[config.mk]
export PLATFORM = sky130hd
export DESIGN_NAME = psi_top
export DESIGN_NICKNAME = d
export VERILOG_FILES = /design/src/hdl/psi_pkg.sv /design/src/hdl/psi_evt_if.sv /design/src/hdl/psi_evt_latch.sv /design/src/hdl/psi_top.sv
export SDC_FILE = /design/constraint.sdc
export NUM_CORES = 1
export LEC_CHECK = 0
export BUFFER_PORTS_ARGS = -buffer_cell sky130_fd_sc_hd__buf_2
export CORE_ASPECT_RATIO = 0.9
export CORE_MARGIN = 4
export CORE_UTILIZATION = 44
export DETAILED_ROUTE_END_ITERATION = 8
export HOLD_SLACK_MARGIN = 0.06
export MAX_ROUTING_LAYER = met4
export PLACE_DENSITY = 0.89
export SLEW_MARGIN = 30
export SYNTH_ARGS = -nofsm -noshare
export SYNTH_HDL_FRONTEND = slang
export SYNTH_SLANG_ARGS = --single-unit
[constraint.sdc]
create_clock -name core_clk_i -period 1.3 [get_ports core_clk_i]
set_input_delay 0.13 -clock core_clk_i [delete_from_list [all_inputs] [get_ports core_clk_i]]
set_output_delay 0.13 -clock core_clk_i [all_outputs]
set_load 0.01 [all_outputs]
[src/hdl/psi_pkg.sv]
// Package of register offsets, field positions and reset values
package psi_pkg;
	localparam logic [4:0]  ADDR_BSR     = 5'h01;
	localparam logic [4:0]  ADDR_STS     = 5'h10;
	localparam logic [4:0]  ADDR_ICR     = 5'h11;
	localparam logic [4:0]  ADDR_EVT     = 5'h12;
	localparam int          STS_LINK     = 0;
	localparam int          STS_SPD10    = 1;
	localparam int          STS_DUPLEX   = 2;
	localparam int          STS_LOOP     = 3;
	localparam int          STS_ANDONE   = 4;
	localparam int          STS_JAB      = 5;
	localparam int          STS_RFAULT   = 6;
	localparam int          STS_IRQ      = 7;
	localparam int          ICR_OE       = 0;
	localparam int          ICR_GEN      = 1;
	localparam int          ICR_TEST     = 2;
	localparam int          EVT_STAT_LSB = 8;
	localparam int          NUM_EVT      = 8;
	localparam logic [2:0]  ICR_RST      = 3'h0;
	localparam logic [7:0]  EVT_RST      = 8'h00;
endpackage

[src/hdl/psi_evt_if.sv]
// Interface carrying event flags and enables to the event latch module
interface psi_evt_if;
	logic [7:0] evt;
	logic [7:0] en;
	logic       clr;
	logic [7:0] flags;
	logic       pend;
	modport top (output evt, output en, output clr, input flags, input pend);
	modport lat (input evt, input en, input clr, output flags, output pend);
endinterface

[src/hdl/psi_evt_latch.sv]
// Sticky event flags with read-clear; set wins over clear
module psi_evt_latch (
	input  wire logic core_clk_i,   // Clock
	input  wire logic nrst_i,       // Async reset, active low
	psi_evt_if.lat    ev            // Event carrier
);
	typedef struct packed {
		logic [7:0] flags;
	} psi_lat_st_t;
	psi_lat_st_t s_q, s_d;

	always_comb
	begin
		s_d = s_q;
		if (ev.clr)
			s_d.flags = '0;
		s_d.flags = s_d.flags | ev.evt;
	end

	always_ff @(posedge core_clk_i or negedge nrst_i)
	begin
		if (!nrst_i)
			s_q <= '{flags: psi_pkg::EVT_RST};
		else
			s_q <= s_d;
	end

	assign ev.flags = s_q.flags;
	assign ev.pend  = |(s_q.flags & ev.en);
endmodule

[src/hdl/psi_top.sv]
// Status summary and interrupt control of one PHY port
// Summary of operation
// Remote fault bit 6 latches; cleared by basic status read or reset.
// Jabber in bit 5, meaningful only at 10 Mb/s.
// Summary jabber mirrors basic jabber; summary read does not clear.
// Bit 4 shows auto-negotiation complete.
// Bit 3 shows loopback enabled.
// Bit 2 shows resolved duplex, 1 full.
// Manager trusts duplex/speed only with link and negotiation settled.
// Bit 1 shows resolved speed, 1 means 10 Mb/s.
// Bit 0 shows valid link.
// Summary link mirrors basic link; summary read does not clear.
// Interrupt control at 11h, resets zero, bits 15:3 read zero.
// Test bit 2 forces interrupt while set.
// Bit 1 globally enables event interrupts.
// Bit 0 selects pin as interrupt output, else power-down input.
// Sources: energy, link, speed, duplex, negotiation, counter half-full.
// Event flags set even if disabled; event status read clears.
// Interrupt when enabled event occurs and control permits.
// Bit 7 shows pending interrupt; event status read clears it.
// Request is test OR (global AND enabled flag); pin driven in output mode.
module psi_top (
	input  wire logic        core_clk_i,   // Clock 125 MHz
	input  wire logic        nrst_i,       // Async reset, active low
	input  wire logic [4:0]  reg_addr_i,   // Management register address
	input  wire logic        reg_rd_i,     // Read strobe, one cycle
	input  wire logic        reg_wr_i,     // Write strobe, one cycle
	input  wire logic [15:0] reg_wdata_i,  // Write data
	output logic      [15:0] reg_rdata_o,  // Read data, registered
	input  wire logic        rfault_i,     // Remote fault pulse from AN
	input  wire logic        jabber_i,     // Latched basic-status jabber
	input  wire logic        an_done_i,    // Auto-negotiation complete
	input  wire logic        loopback_i,   // Loopback enabled
	input  wire logic        duplex_i,     // Resolved duplex, 1 full
	input  wire logic        speed10_i,    // Resolved speed, 1 is 10 Mb/s
	input  wire logic        link_i,       // Basic-status link bit
	input  wire logic [7:0]  evt_i,        // Event pulses, bit order as flags
	input  wire logic [7:0]  evt_en_i,     // Event enables from event reg
	output logic      [7:0]  evt_flags_o,  // Latched event flags
	input  wire logic        pin_i,        // Power-down/irq pin level in
	output logic             pin_o,        // Pin drive value, irq high
	output logic             pin_oe_o,     // Pin output enable
	output logic             pdown_o,      // Power-down request from pin
	output logic             irq_o         // Internal interrupt request
);
	typedef struct packed {
		logic        rfault;
		logic [2:0]  icr;
		logic [15:0] rdata;
		logic [1:0]  pin_s;
	} psi_st_t;
	psi_st_t s_q, s_d;

	psi_evt_if ev ();
	logic [15:0] sts;
	logic        rd_bsr;
	logic        rd_evt;
	logic        irq;

	assign rd_bsr = reg_rd_i && reg_addr_i == psi_pkg::ADDR_BSR;
	assign rd_evt = reg_rd_i && reg_addr_i == psi_pkg::ADDR_EVT;
	assign ev.evt = evt_i;
	assign ev.en  = evt_en_i;
	assign ev.clr = rd_evt;

	psi_evt_latch u_lat (
		.core_clk_i (core_clk_i),
		.nrst_i     (nrst_i),
		.ev         (ev)
	);

	// Request formed from test force or gated pending events
	assign irq = s_q.icr[psi_pkg::ICR_TEST] ||
		(s_q.icr[psi_pkg::ICR_GEN] && ev.pend);

	always_comb
	begin
		sts = 16'h0000;
		sts[psi_pkg::STS_LINK]   = link_i;
		sts[psi_pkg::STS_SPD10]  = speed10_i;
		sts[psi_pkg::STS_DUPLEX] = duplex_i;
		sts[psi_pkg::STS_LOOP]   = loopback_i;
		sts[psi_pkg::STS_ANDONE] = an_done_i;
		sts[psi_pkg::STS_JAB]    = jabber_i;
		sts[psi_pkg::STS_RFAULT] = s_q.rfault;
		sts[psi_pkg::STS_IRQ]    = ev.pend;
	end

	always_comb
	begin
		s_d = s_q;
		s_d.pin_s = {s_q.pin_s[0], pin_i};
		if (rd_bsr)
			s_d.rfault = 1'b0;
		if (rfault_i)
			s_d.rfault = 1'b1;
		if (reg_wr_i && reg_addr_i == psi_pkg::ADDR_ICR)
			s_d.icr = reg_wdata_i[2:0];
		if (reg_rd_i)
		begin
			unique case (reg_addr_i)
				psi_pkg::ADDR_STS: s_d.rdata = sts;
				psi_pkg::ADDR_ICR: s_d.rdata = {13'h0000, s_q.icr};
				psi_pkg::ADDR_EVT: s_d.rdata = {ev.flags, evt_en_i};
				default:           s_d.rdata = 16'h0000;
			endcase
		end
	end

	always_ff @(posedge core_clk_i or negedge nrst_i)
	begin
		if (!nrst_i)
			s_q <= '{rfault: 1'b0, icr: psi_pkg::ICR_RST,
				rdata: 16'h0000, pin_s: 2'h0};
		else
			s_q <= s_d;
	end

	assign reg_rdata_o = s_q.rdata;
	assign evt_flags_o = ev.flags;
	assign irq_o       = irq;
	assign pin_oe_o    = s_q.icr[psi_pkg::ICR_OE];
	assign pin_o       = irq & s_q.icr[psi_pkg::ICR_OE];
	assign pdown_o     = ~s_q.icr[psi_pkg::ICR_OE] & s_q.pin_s[1];
endmodule

==> out/qor.yml, run 1 <==
status:
  status: "finished, violations left"
  violations: "negative setup slack"
global_route:
  grt_pass1_wl_um: 6270
  grt_pass1_vias: 1316
  overflow: 0
  grt_usage: 0.200
  grt_start_max_net_pins: 31
  antenna_found_initial: 0
critical_path:
  r2r_slack_ps: 150
  max_stage_delay_ps: 400
  critical_path_required_ps: 1170
  critPathCaptureType: "output port"
  crit_arrival_ps: 1390
  crit_path_max_fanout: 3
  path_class: "reg -> out"
  cp_cell_sequence: "a22oi_2 -> and4_4 -> o21bai_1 -> buf_2"
  r2r-start: "u_lat.ev.flags[4]"
  reg2regPathDepth: 4
  rr_endpoint: "reg_rdata_o[7]"
  critPathSlowestCell: "dfrtp_1"
  cp-start-kind: "flip-flop"
placed_design:
  place.gp.congestion: 0.836
  dp_hpwl_um: 2680
  io_buffers: 63
  place_inst: 226
timing:
  drv_slew: 0
  relSlewSlack: 0.758
  fmax_ghz: 0.658
  rsz0062_at_grt: "true"
  finalWorstSetupSlack_ps: -219
  finalSetupViolCount: 2
  period_needed_ps: 1520
  fin_skew_ps: 6.46
  fin_crit_sh: 1.17
  worst_slew_pin_slew_ps: 363
  hold_viol_final: 0
synthesis:
  synth_fp_nets: 181
  ys_ff_latch: 30
  ys_types: 25
  yosys.area.top_type: "dfrtp_1"
  synthesis.area_um2: 1430
  avgSynthCellArea_um2: 10.9
  syn_inst: 132
  yosysSeqAreaShare: 0.524
  yosys_warnings: 0
  synth_area_leaders: "dfrtp_1 (52%), buf_4 (8.4%), inv_1 (6.3%)"
  synth_top_area_share: 0.524
worst_hold_path:
  hold_start: "jabber_i"
  holdPathStages: 3
  whs_endpoint: "reg_rdata_o[5]"
  hold_path.class: "in -> reg"
clocking:
  clkTransAtPathRegs_ps: 90
  cts_max_path_buffers: 2
  numCtsBuffers: 5
  tritoncts: "built"
  clk-insertion-delay-late_ps: 320
  cts.sinks: 30
  htreeDepth: 2
  clock_tree.root_cell: "clkbuf_4"
floorplan:
  pin_count: 77
  rows: 19
  start_util: 0.464
  dieArea_um2: 4240
  fp.dieW_um: 68.2
  core_region_area_um2: 3090
  die_h_um: 62.2
finish:
  fillers: 247
  layout_common_cells: "buf_2 (61), dfrtp_1 (30), inv_1 (24), buf_4 (15), dlygate4sd3_1 (14)"
  seqCellArea_um2: 751
  drive_gt1_frac: 0.443
  mostFrequentLayoutCell: "buf_2"
  layoutNonFillerInstCount: 254
  multi_input_area_um2: 470
  antenna_cells: 0
  area_growth_pct: 40.8
  fin_util: 0.653
  fin_nets: 260
routing:
  drtPass1Iterations: 6
  wl_per_cell_um: 15.0
  drt_wl_total_um: 3810
  postRouteAntennaNets: 0
  vias: 1257
  drt_iter0_markers: 61
  drc: 0
  vias_per_cell: 4.95
power_and_ir_drop:
  max-vdd-ir-drop_v: 0.000651
  finalPower_uw: 2020
  p_leak_uw: 0.00105
  power.density_nw_per_um2: 999
flow_run:
  max_cap_viol_count: 0
## per-layer routing
metal | GRT usage | part of all wire | vias to the layer above
li1 | - | - | 593
met1 | 0.240 | 0.39 | 606
met2 | 0.309 | 0.52 | 43
met3 | 0.0432 | 0.049 | 15
met4 | 0.107 | 0.037 | 0
met5 | - | 0 | -
## critical path, delay by kind of cell, from the launching register on
kind / cells / cell delay (ps)
AO/OA/AOI/OAI: 2 / 260
buffers and inverters: 1 / 140
flip-flops: 1 / 400
AND/OR/NAND/NOR: 1 / 270
## where the power goes
group	internal [µW]	switching [µW]
registers	969	32.5
logic	162	147
clock network	408	299
## how the worst max path moves through the flow
stage	endpoint	startpoint	slack, ps
after floorplan	pin_oe_o	reg_addr_i[3]	120
after global placement	pin_o	u_lat.ev.flags[5]	90
after detailed placement	pin_o	u_lat.ev.flags[5]	50
after CTS	irq_o	u_lat.ev.flags[4]	-220
after global routing	irq_o	u_lat.ev.flags[4]	-300
final	irq_o	u_lat.ev.flags[4]	-220
## state kept, by name, summed over array words and instances, names as in the netlist
register        count
s_d                 1
s_q                 4
pin_oe_o            1
u_lat.ev.flags      8
reg_rdata_o        16
## metrics by stage
stage,worst slack [ps],cell area [µm²],setup TNS (ps),hold WS [ps]
2_1_floorplan,123,1430,0,-166
3_3_place_gp,90.6,1730,0,156
3_5_place_dp,52.7,1730,0,158
4_1_cts,-222,2000,-442,73.9
5_1_grt,-296,2020,-576,72.6
6_report,-219,2020,-424,86.3
## cells by family (layout without fill, tap and decap cells)
logic type             count (synthesis)  count (layout)  synth area share
AO/OA/AOI/OAI                         32              32             0.159
AND/OR/NAND/NOR                       16              16            0.0855
flip-flops                            30              30             0.524
buffers and inverters                 44             124             0.160
multiplexers                          10              10            0.0724
## cell type report
type	instances	share of cell area
clock buffer	7	0.0223
clock inverter	1	0.0149
inverter	24	0.0446
multi-input combinational	58	0.233
sequential	30	0.372
tap	42	0.0260
timing repair buffer	92	0.287
## Yosys cell counts
cell	instances
mux2i_1	7
dfrtp_1	30
nor2b_1	2
buf_4	16
inv_1	24
nand3_4	1
o31ai_1	1
nand2_1	4
mux2_2	3
nor3_1	1
nor3b_4	1
and4b_4	1
o221ai_1	3
a22oi_1	4
and3b_1	1
o22ai_1	12
o21bai_1	1
o21ai_0	1
and2b_1	1
and4_1	1
a41oi_1	1
a21o_1	9
nand3_1	3
clkbuf_1	1
buf_2	3
## timing repair
item	4_1_cts	5_1_grt
pin swaps	3	1
gates resized for setup	4	3
hold buffers	14	0
setup endpoints to repair	2	4
buffers inserted	6	0
cloned	0	0
hold endpoints to repair	43	0
Power figures use the tool's default switching activity.
==> run 2, diff against run 1 <==
==> constraint.sdc (replaced) <==
create_clock -name core_clk_i -period 1.65 [get_ports core_clk_i]
set_input_delay 0.165 -clock core_clk_i [delete_from_list [all_inputs] [get_ports core_clk_i]]
set_output_delay 0.165 -clock core_clk_i [all_outputs]
set_load 0.01 [all_outputs]
==> out/qor.yml, run 2 (same netlist as run 1, synthesis figures left out) <==
floorplan:
  core_region_area_um2: 3090  # unchanged
  rows: 19  # unchanged
  fp.dieW_um: 68.2  # unchanged
  dieArea_um2: 4240  # unchanged
  die_h_um: 62.2  # unchanged
  pin_count: 77  # unchanged
  start_util: 0.464  # unchanged
timing:
  fin_crit_sh: 0.958
  relSlewSlack: 0.573  # -0.185
  hold_viol_final: 0  # unchanged
  finalSetupViolCount: 0  # -2
  drv_slew: 0  # unchanged
  fin_skew_ps: 5.25  # -1.22 ps
  period_needed_ps: 1580
  worst_slew_pin_slew_ps: 641  # +277 ps
  fmax_ghz: 0.633
clocking:
  cts.sinks: 30  # unchanged
  clock_tree.root_cell: "clkbuf_4"
  cts_max_path_buffers: 2  # unchanged
  tritoncts: "built"
  numCtsBuffers: 5  # unchanged
  clkTransAtPathRegs_ps: 90  # about the same
  htreeDepth: 2  # unchanged
  clk-insertion-delay-late_ps: 330  # about the same
global_route:
  use_met3: 0.0523  # +0.00901
  grt_start_max_net_pins: 31  # unchanged
  grt_pass1_vias: 1232  # -6.4%
  antenna_found_initial: 0  # unchanged
  top_usage_layer: "met2"
  use_met2: 0.310  # +0.00120
  grt_pass1_wl_um: 5780  # -7.8%
  grt_util_met1: 0.205  # -0.0349
  overflow: 0  # unchanged
  grt_usage: 0.185  # -0.0151
placed_design:
  dp_hpwl_um: 2520  # -5.9%
  io_buffers: 63  # unchanged
  place_inst: 219  # -3.1%
  place.gp.congestion: 0.824  # -1.4%
  dpl_cell_area_um2: 1680  # -3.0%
critical_path:
  crit_arrival_ps: 1420  # +30 ps
  critPathCaptureType: "output port"
  crit_path_max_fanout: 4  # +1
  path_class: "reg -> out"
  critPathSlowestCell: "dfrtp_1"
  critical_path_required_ps: 1480  # +310 ps
  cp-start-kind: "flip-flop"
  cp_cell_sequence: "a22oi_2 -> and4_4 -> o21ai_0 -> buf_2"
  max_stage_delay_ps: 430  # +30 ps
finish:
  antenna_cells: 0  # unchanged
  layout_common_cells: "buf_2 (63), dfrtp_1 (30), inv_1 (24), o22ai_1 (12), dlygate4sd3_1 (11)"
  layoutNonFillerInstCount: 245  # -3.5%
  fin_nets: 251  # -3.5%
  drive_gt1_frac: 0.443  # about the same
  mostFrequentLayoutCell: "buf_2"
  area_growth_pct: 34.1
  final_cell_area_um2: 1920  # -4.8%
  largest_reg_flops: 16  # unchanged
  fillers: 272  # +10%
power_and_ir_drop:
  power.density_nw_per_um2: 768  # -23%
  max-vdd-ir-drop_v: 0.000538  # -17%
  p_leak_uw: 0.00100  # -5.1%
status:
  status: "finished clean"
worst_hold_path:
  hold_path.class: "in -> reg"
routing:
  drt_iter0_markers: 20  # -67%
  postRouteAntennaNets: 0  # unchanged
  wl_per_cell_um: 14.4  # -3.6%
  drt_wl_total_um: 3540  # -7.1%
  drtPass1Iterations: 4  # -2
  vias: 1229  # -2.2%
  drc: 0  # unchanged
  vias_per_cell: 5.02  # +1.4%
flow_run:
  max_cap_viol_count: 0  # unchanged
[run 2: changes by cell type in the layout (fill, tap and decap cells not counted), sizes merged]
cell         before  now
buf              78   72
dlygate4sd3      14   11
bufinv            1    0
clkinv            0    1
[run 2: layer usage]
layer  wire length, µm  vias up
li1                  -      580
met1              1260      594
met2              1920       44
met3               252       11
met4               103        0
met5                 0        -
[run 2: path summary, 6_finish.rpt]
| path | start | end | slack (ps) | cells after the start |
|---|---|---|---|---|
| worst max-delay path | u_lat.ev.flags[4] | pin_o | 70 | 4 |
| worst min-delay path | reg_wdata_i[0] | pin_oe_o | 70 | 2 |
| worst max register to register | u_lat.ev.flags[4] | reg_rdata_o[7] | 590 | 3 |
| worst min register to register | s_d[1] | s_q[1] | 360 | 0 |
| max in group asynchronous | nrst_i | reg_rdata_o[9] | 840 | 2 |
| min in group asynchronous | nrst_i | s_q[1] | 390 | 2 |
[run 2: final cells by class]
| type | instances | area (µm²) | area share |
|---|---|---|---|
| Timing Repair Buffer | 83 | 493 | 0.256 |
| Clock inverter | 1 | 5.00 | 0.00260 |
| Inverter | 24 | 90.1 | 0.0468 |
| Multi-Input combinational cell | 58 | 477 | 0.248 |
| Clock buffer | 7 | 55.1 | 0.0286 |
| Tap cell | 42 | 52.6 | 0.0273 |
| Sequential cell | 30 | 751 | 0.390 |
[run 2: power by group]
| group | switching, µW | leakage [µW] | internal (µW) |
|---|---|---|---|
| clock network | 253 | 0.0000353 | 206 |
| registers | 26.7 | 0.000363 | 764 |
| logic | 109 | 0.000602 | 117 |
[run 2: worst max-delay path: cells and delay by family (launching register included)]
kind | cells | cell delay [ps]
AO/OA/AOI/OAI | 2 | 250
flip-flops | 1 | 430
AND/OR/NAND/NOR | 1 | 260
buffers and inverters | 1 | 140
[run 2: stage by stage]
stage	util	setup WS [ps]	hold slack, ps	power (µW)	setup TNS, ps
floorplan	-	438	-131	902	0
global placement	0.543	371	226	996	0
detailed placement	0.543	363	223	1000	0
CTS	0.600	15.3	65.3	1470	0
global route	0.622	-1.98	68.2	1540	-1.98
finish	0.622	70.0	66.0	1480	0
[run 2: repair_timing]
action / CTS / global route
hold endpoints to repair: 40 / 0
pin swaps: 1 / 2
setup endpoints to repair: 1 / 2
gates resized for setup: 0 / 5
hold buffers: 11 / 0
setup buffers: 1 / 6
==> run 3, diff against run 2 <==
==> constraint.sdc (replaced) <==
create_clock -name core_clk_i -period 1.65 [get_ports core_clk_i]
set_input_delay 0.165 -clock core_clk_i [delete_from_list [all_inputs] [get_ports core_clk_i]]
set_output_delay 0.165 -clock core_clk_i [all_outputs]
set_load 0.05 [all_outputs]
==> out/qor.yml, run 3 (same netlist as run 1, synthesis figures left out) <==
status:
  status: "finished clean"
finish:
  mostFrequentLayoutCell: "buf_2"
  antenna_cells: 0  # unchanged
  layoutNonFillerInstCount: 245  # unchanged
  drive_gt1_frac: 0.453  # +0.00985
  area_growth_pct: 36.1
  fin_nets: 252  # +0.40%
  largest_reg_flops: 16  # unchanged
  fillers: 267  # -1.8%
  final_cell_area_um2: 1950  # +1.5%
  layout_common_cells: "buf_2 (61), dfrtp_1 (29), inv_1 (24), o22ai_1 (12), dlygate4sd3_1 (11)"
routing:
  drt_wl_total_um: 3530  # -0.20%
  vias: 1206  # -1.9%
  vias_per_cell: 4.92  # -1.9%
  drtPass1Iterations: 4  # unchanged
  postRouteAntennaNets: 0  # unchanged
  wl_per_cell_um: 14.4  # -0.20%
  drc: 0  # unchanged
  drt_iter0_markers: 54  # +170%
critical_path:
  reg2regPathDepth: 3  # unchanged
  path_class: "reg -> out"
  r2r_slack_ps: 570  # -20 ps
  critical_path_required_ps: 1480  # about the same
  setup.worst_path.end: "pin_o"
  crit_arrival_ps: 1440  # +20 ps
  crit_path_max_fanout: 4  # unchanged
  cp-start-kind: "flip-flop"
  rr_endpoint: "reg_rdata_o[7]"
  critPathCaptureType: "output port"
  r2r-start: "u_lat.ev.flags[5]"
  startpoint: "u_lat.ev.flags[5]"
floorplan:
  start_util: 0.464  # unchanged
  core_region_area_um2: 3090  # unchanged
  pin_count: 77  # unchanged
  fp.dieW_um: 68.2  # unchanged
  dieArea_um2: 4240  # unchanged
  rows: 19  # unchanged
  die_h_um: 62.2  # unchanged
timing:
  fin_crit_sh: 0.970  # +0.0121
  fmax_ghz: 0.625  # -1.3%
  period_needed_ps: 1600  # +20.0 ps
  fin_skew_ps: 7.10  # +1.85 ps
  finalSetupViolCount: 0  # unchanged
  finalSetupTns_ps: 0  # unchanged
  hold_viol_final: 0  # unchanged
  relSlewSlack: 0.571  # -0.00181
  worst_slew_pin_slew_ps: 643  # +2.71 ps
  rsz0062_at_grt: "false"
  drv_slew: 0  # unchanged
global_route:
  antenna_found_initial: 0  # unchanged
  grt_usage: 0.186  # +0.000992
  grt_pass1_vias: 1224  # -0.65%
  grt_start_max_net_pins: 31  # unchanged
  grt_pass1_wl_um: 5710  # -1.1%
  overflow: 0  # unchanged
clocking:
  tritoncts: "built"
  cts_max_path_buffers: 2  # unchanged
  cts.sinks: 30  # unchanged
  numCtsBuffers: 5  # unchanged
  clock_tree.root_cell: "clkbuf_4"
  clkTransAtPathRegs_ps: 80  # about the same
  htreeDepth: 2  # unchanged
  clk-insertion-delay-late_ps: 320  # about the same
worst_hold_path:
  hold_path.class: "in -> reg"
flow_run:
  max_cap_viol_count: 0  # unchanged
power_and_ir_drop:
  power.density_nw_per_um2: 788  # +2.7%
  p_leak_uw: 0.00100  # +0.29%
  max-vdd-ir-drop_v: 0.000630  # +17%
placed_design:
  place.gp.congestion: 0.801  # -2.8%
  dp_hpwl_um: 2520  # about the same
  dpl_cell_area_um2: 1710  # +1.8%
  place_inst: 220  # +0.46%
  io_buffers: 63  # unchanged
run 3: critical path, cell delays in order, from the launching register on:
cell	delay (ps)
dfrtp_1	430
a22oi_2	170
and4_4	300
o21ai_4	70
buf_6	150
run 3: layout make-up:
type | count | area [µm²] | share of cell area
clock buffer | 7 | 45.0 | 0.0231
inverter | 24 | 90.1 | 0.0462
multi-input combinational | 58 | 499 | 0.256
sequential | 30 | 752 | 0.385
tap | 42 | 52.6 | 0.0269
timing repair buffer | 84 | 513 | 0.263
run 3: how the worst min path moves through the flow:
stage,cells after the start,slack [ps],to,from
2_1_floorplan,0,-130,pin_oe_o,nrst_i
3_3_place_gp,1,230,s_q[1],nrst_i
3_5_place_dp,1,230,s_d[1],nrst_i
4_1_cts,2,70,s_q[20],reg_wdata_i[2]
5_1_grt,2,60,s_q[19],reg_wdata_i[1]
6_report,2,80,s_q[20],reg_wdata_i[2]
run 3: what timing repair did:
item | 4_1_cts | 5_1_grt
pin swaps | 1 | 2
gates resized for setup | 6 | 5
hold buffers | 11 | 0
buffers inserted | 3 | 4
setup endpoints to repair | 2 | 2
hold endpoints to repair | 40 | 0
run 3: per-stage QoR:
| stage | setup WS [ps] | hold WS, ps | power [µW] | utilization |
|---|---|---|---|---|
| after floorplan | 47.1 | -131 | 1020 | - |
| after global placement | 228 | 234 | 1120 | 0.553 |
| after detailed placement | 200 | 229 | 1130 | 0.553 |
| after CTS | 3.14 | 71.4 | 1540 | 0.616 |
| after global routing | 5.76 | 64.4 | 1610 | 0.632 |
| final | 50.0 | 78.6 | 1540 | 0.632 |
run 3: where the power goes:
part	switching [µW]	internal (µW)
combinational	217	145
clock	225	160
sequential	28.0	764
total	470	1070
run 3: per-layer routing:
| metal | GRT usage | up-vias | wire length (µm) |
|---|---|---|---|
| met4 | 0.0769 | 0 | 73 |
| li1 | - | 583 | - |
| met3 | 0.0432 | 10 | 152 |
| met2 | 0.308 | 26 | 1960 |
| met1 | 0.211 | 587 | 1350 |
| met5 | - | - | 0 |
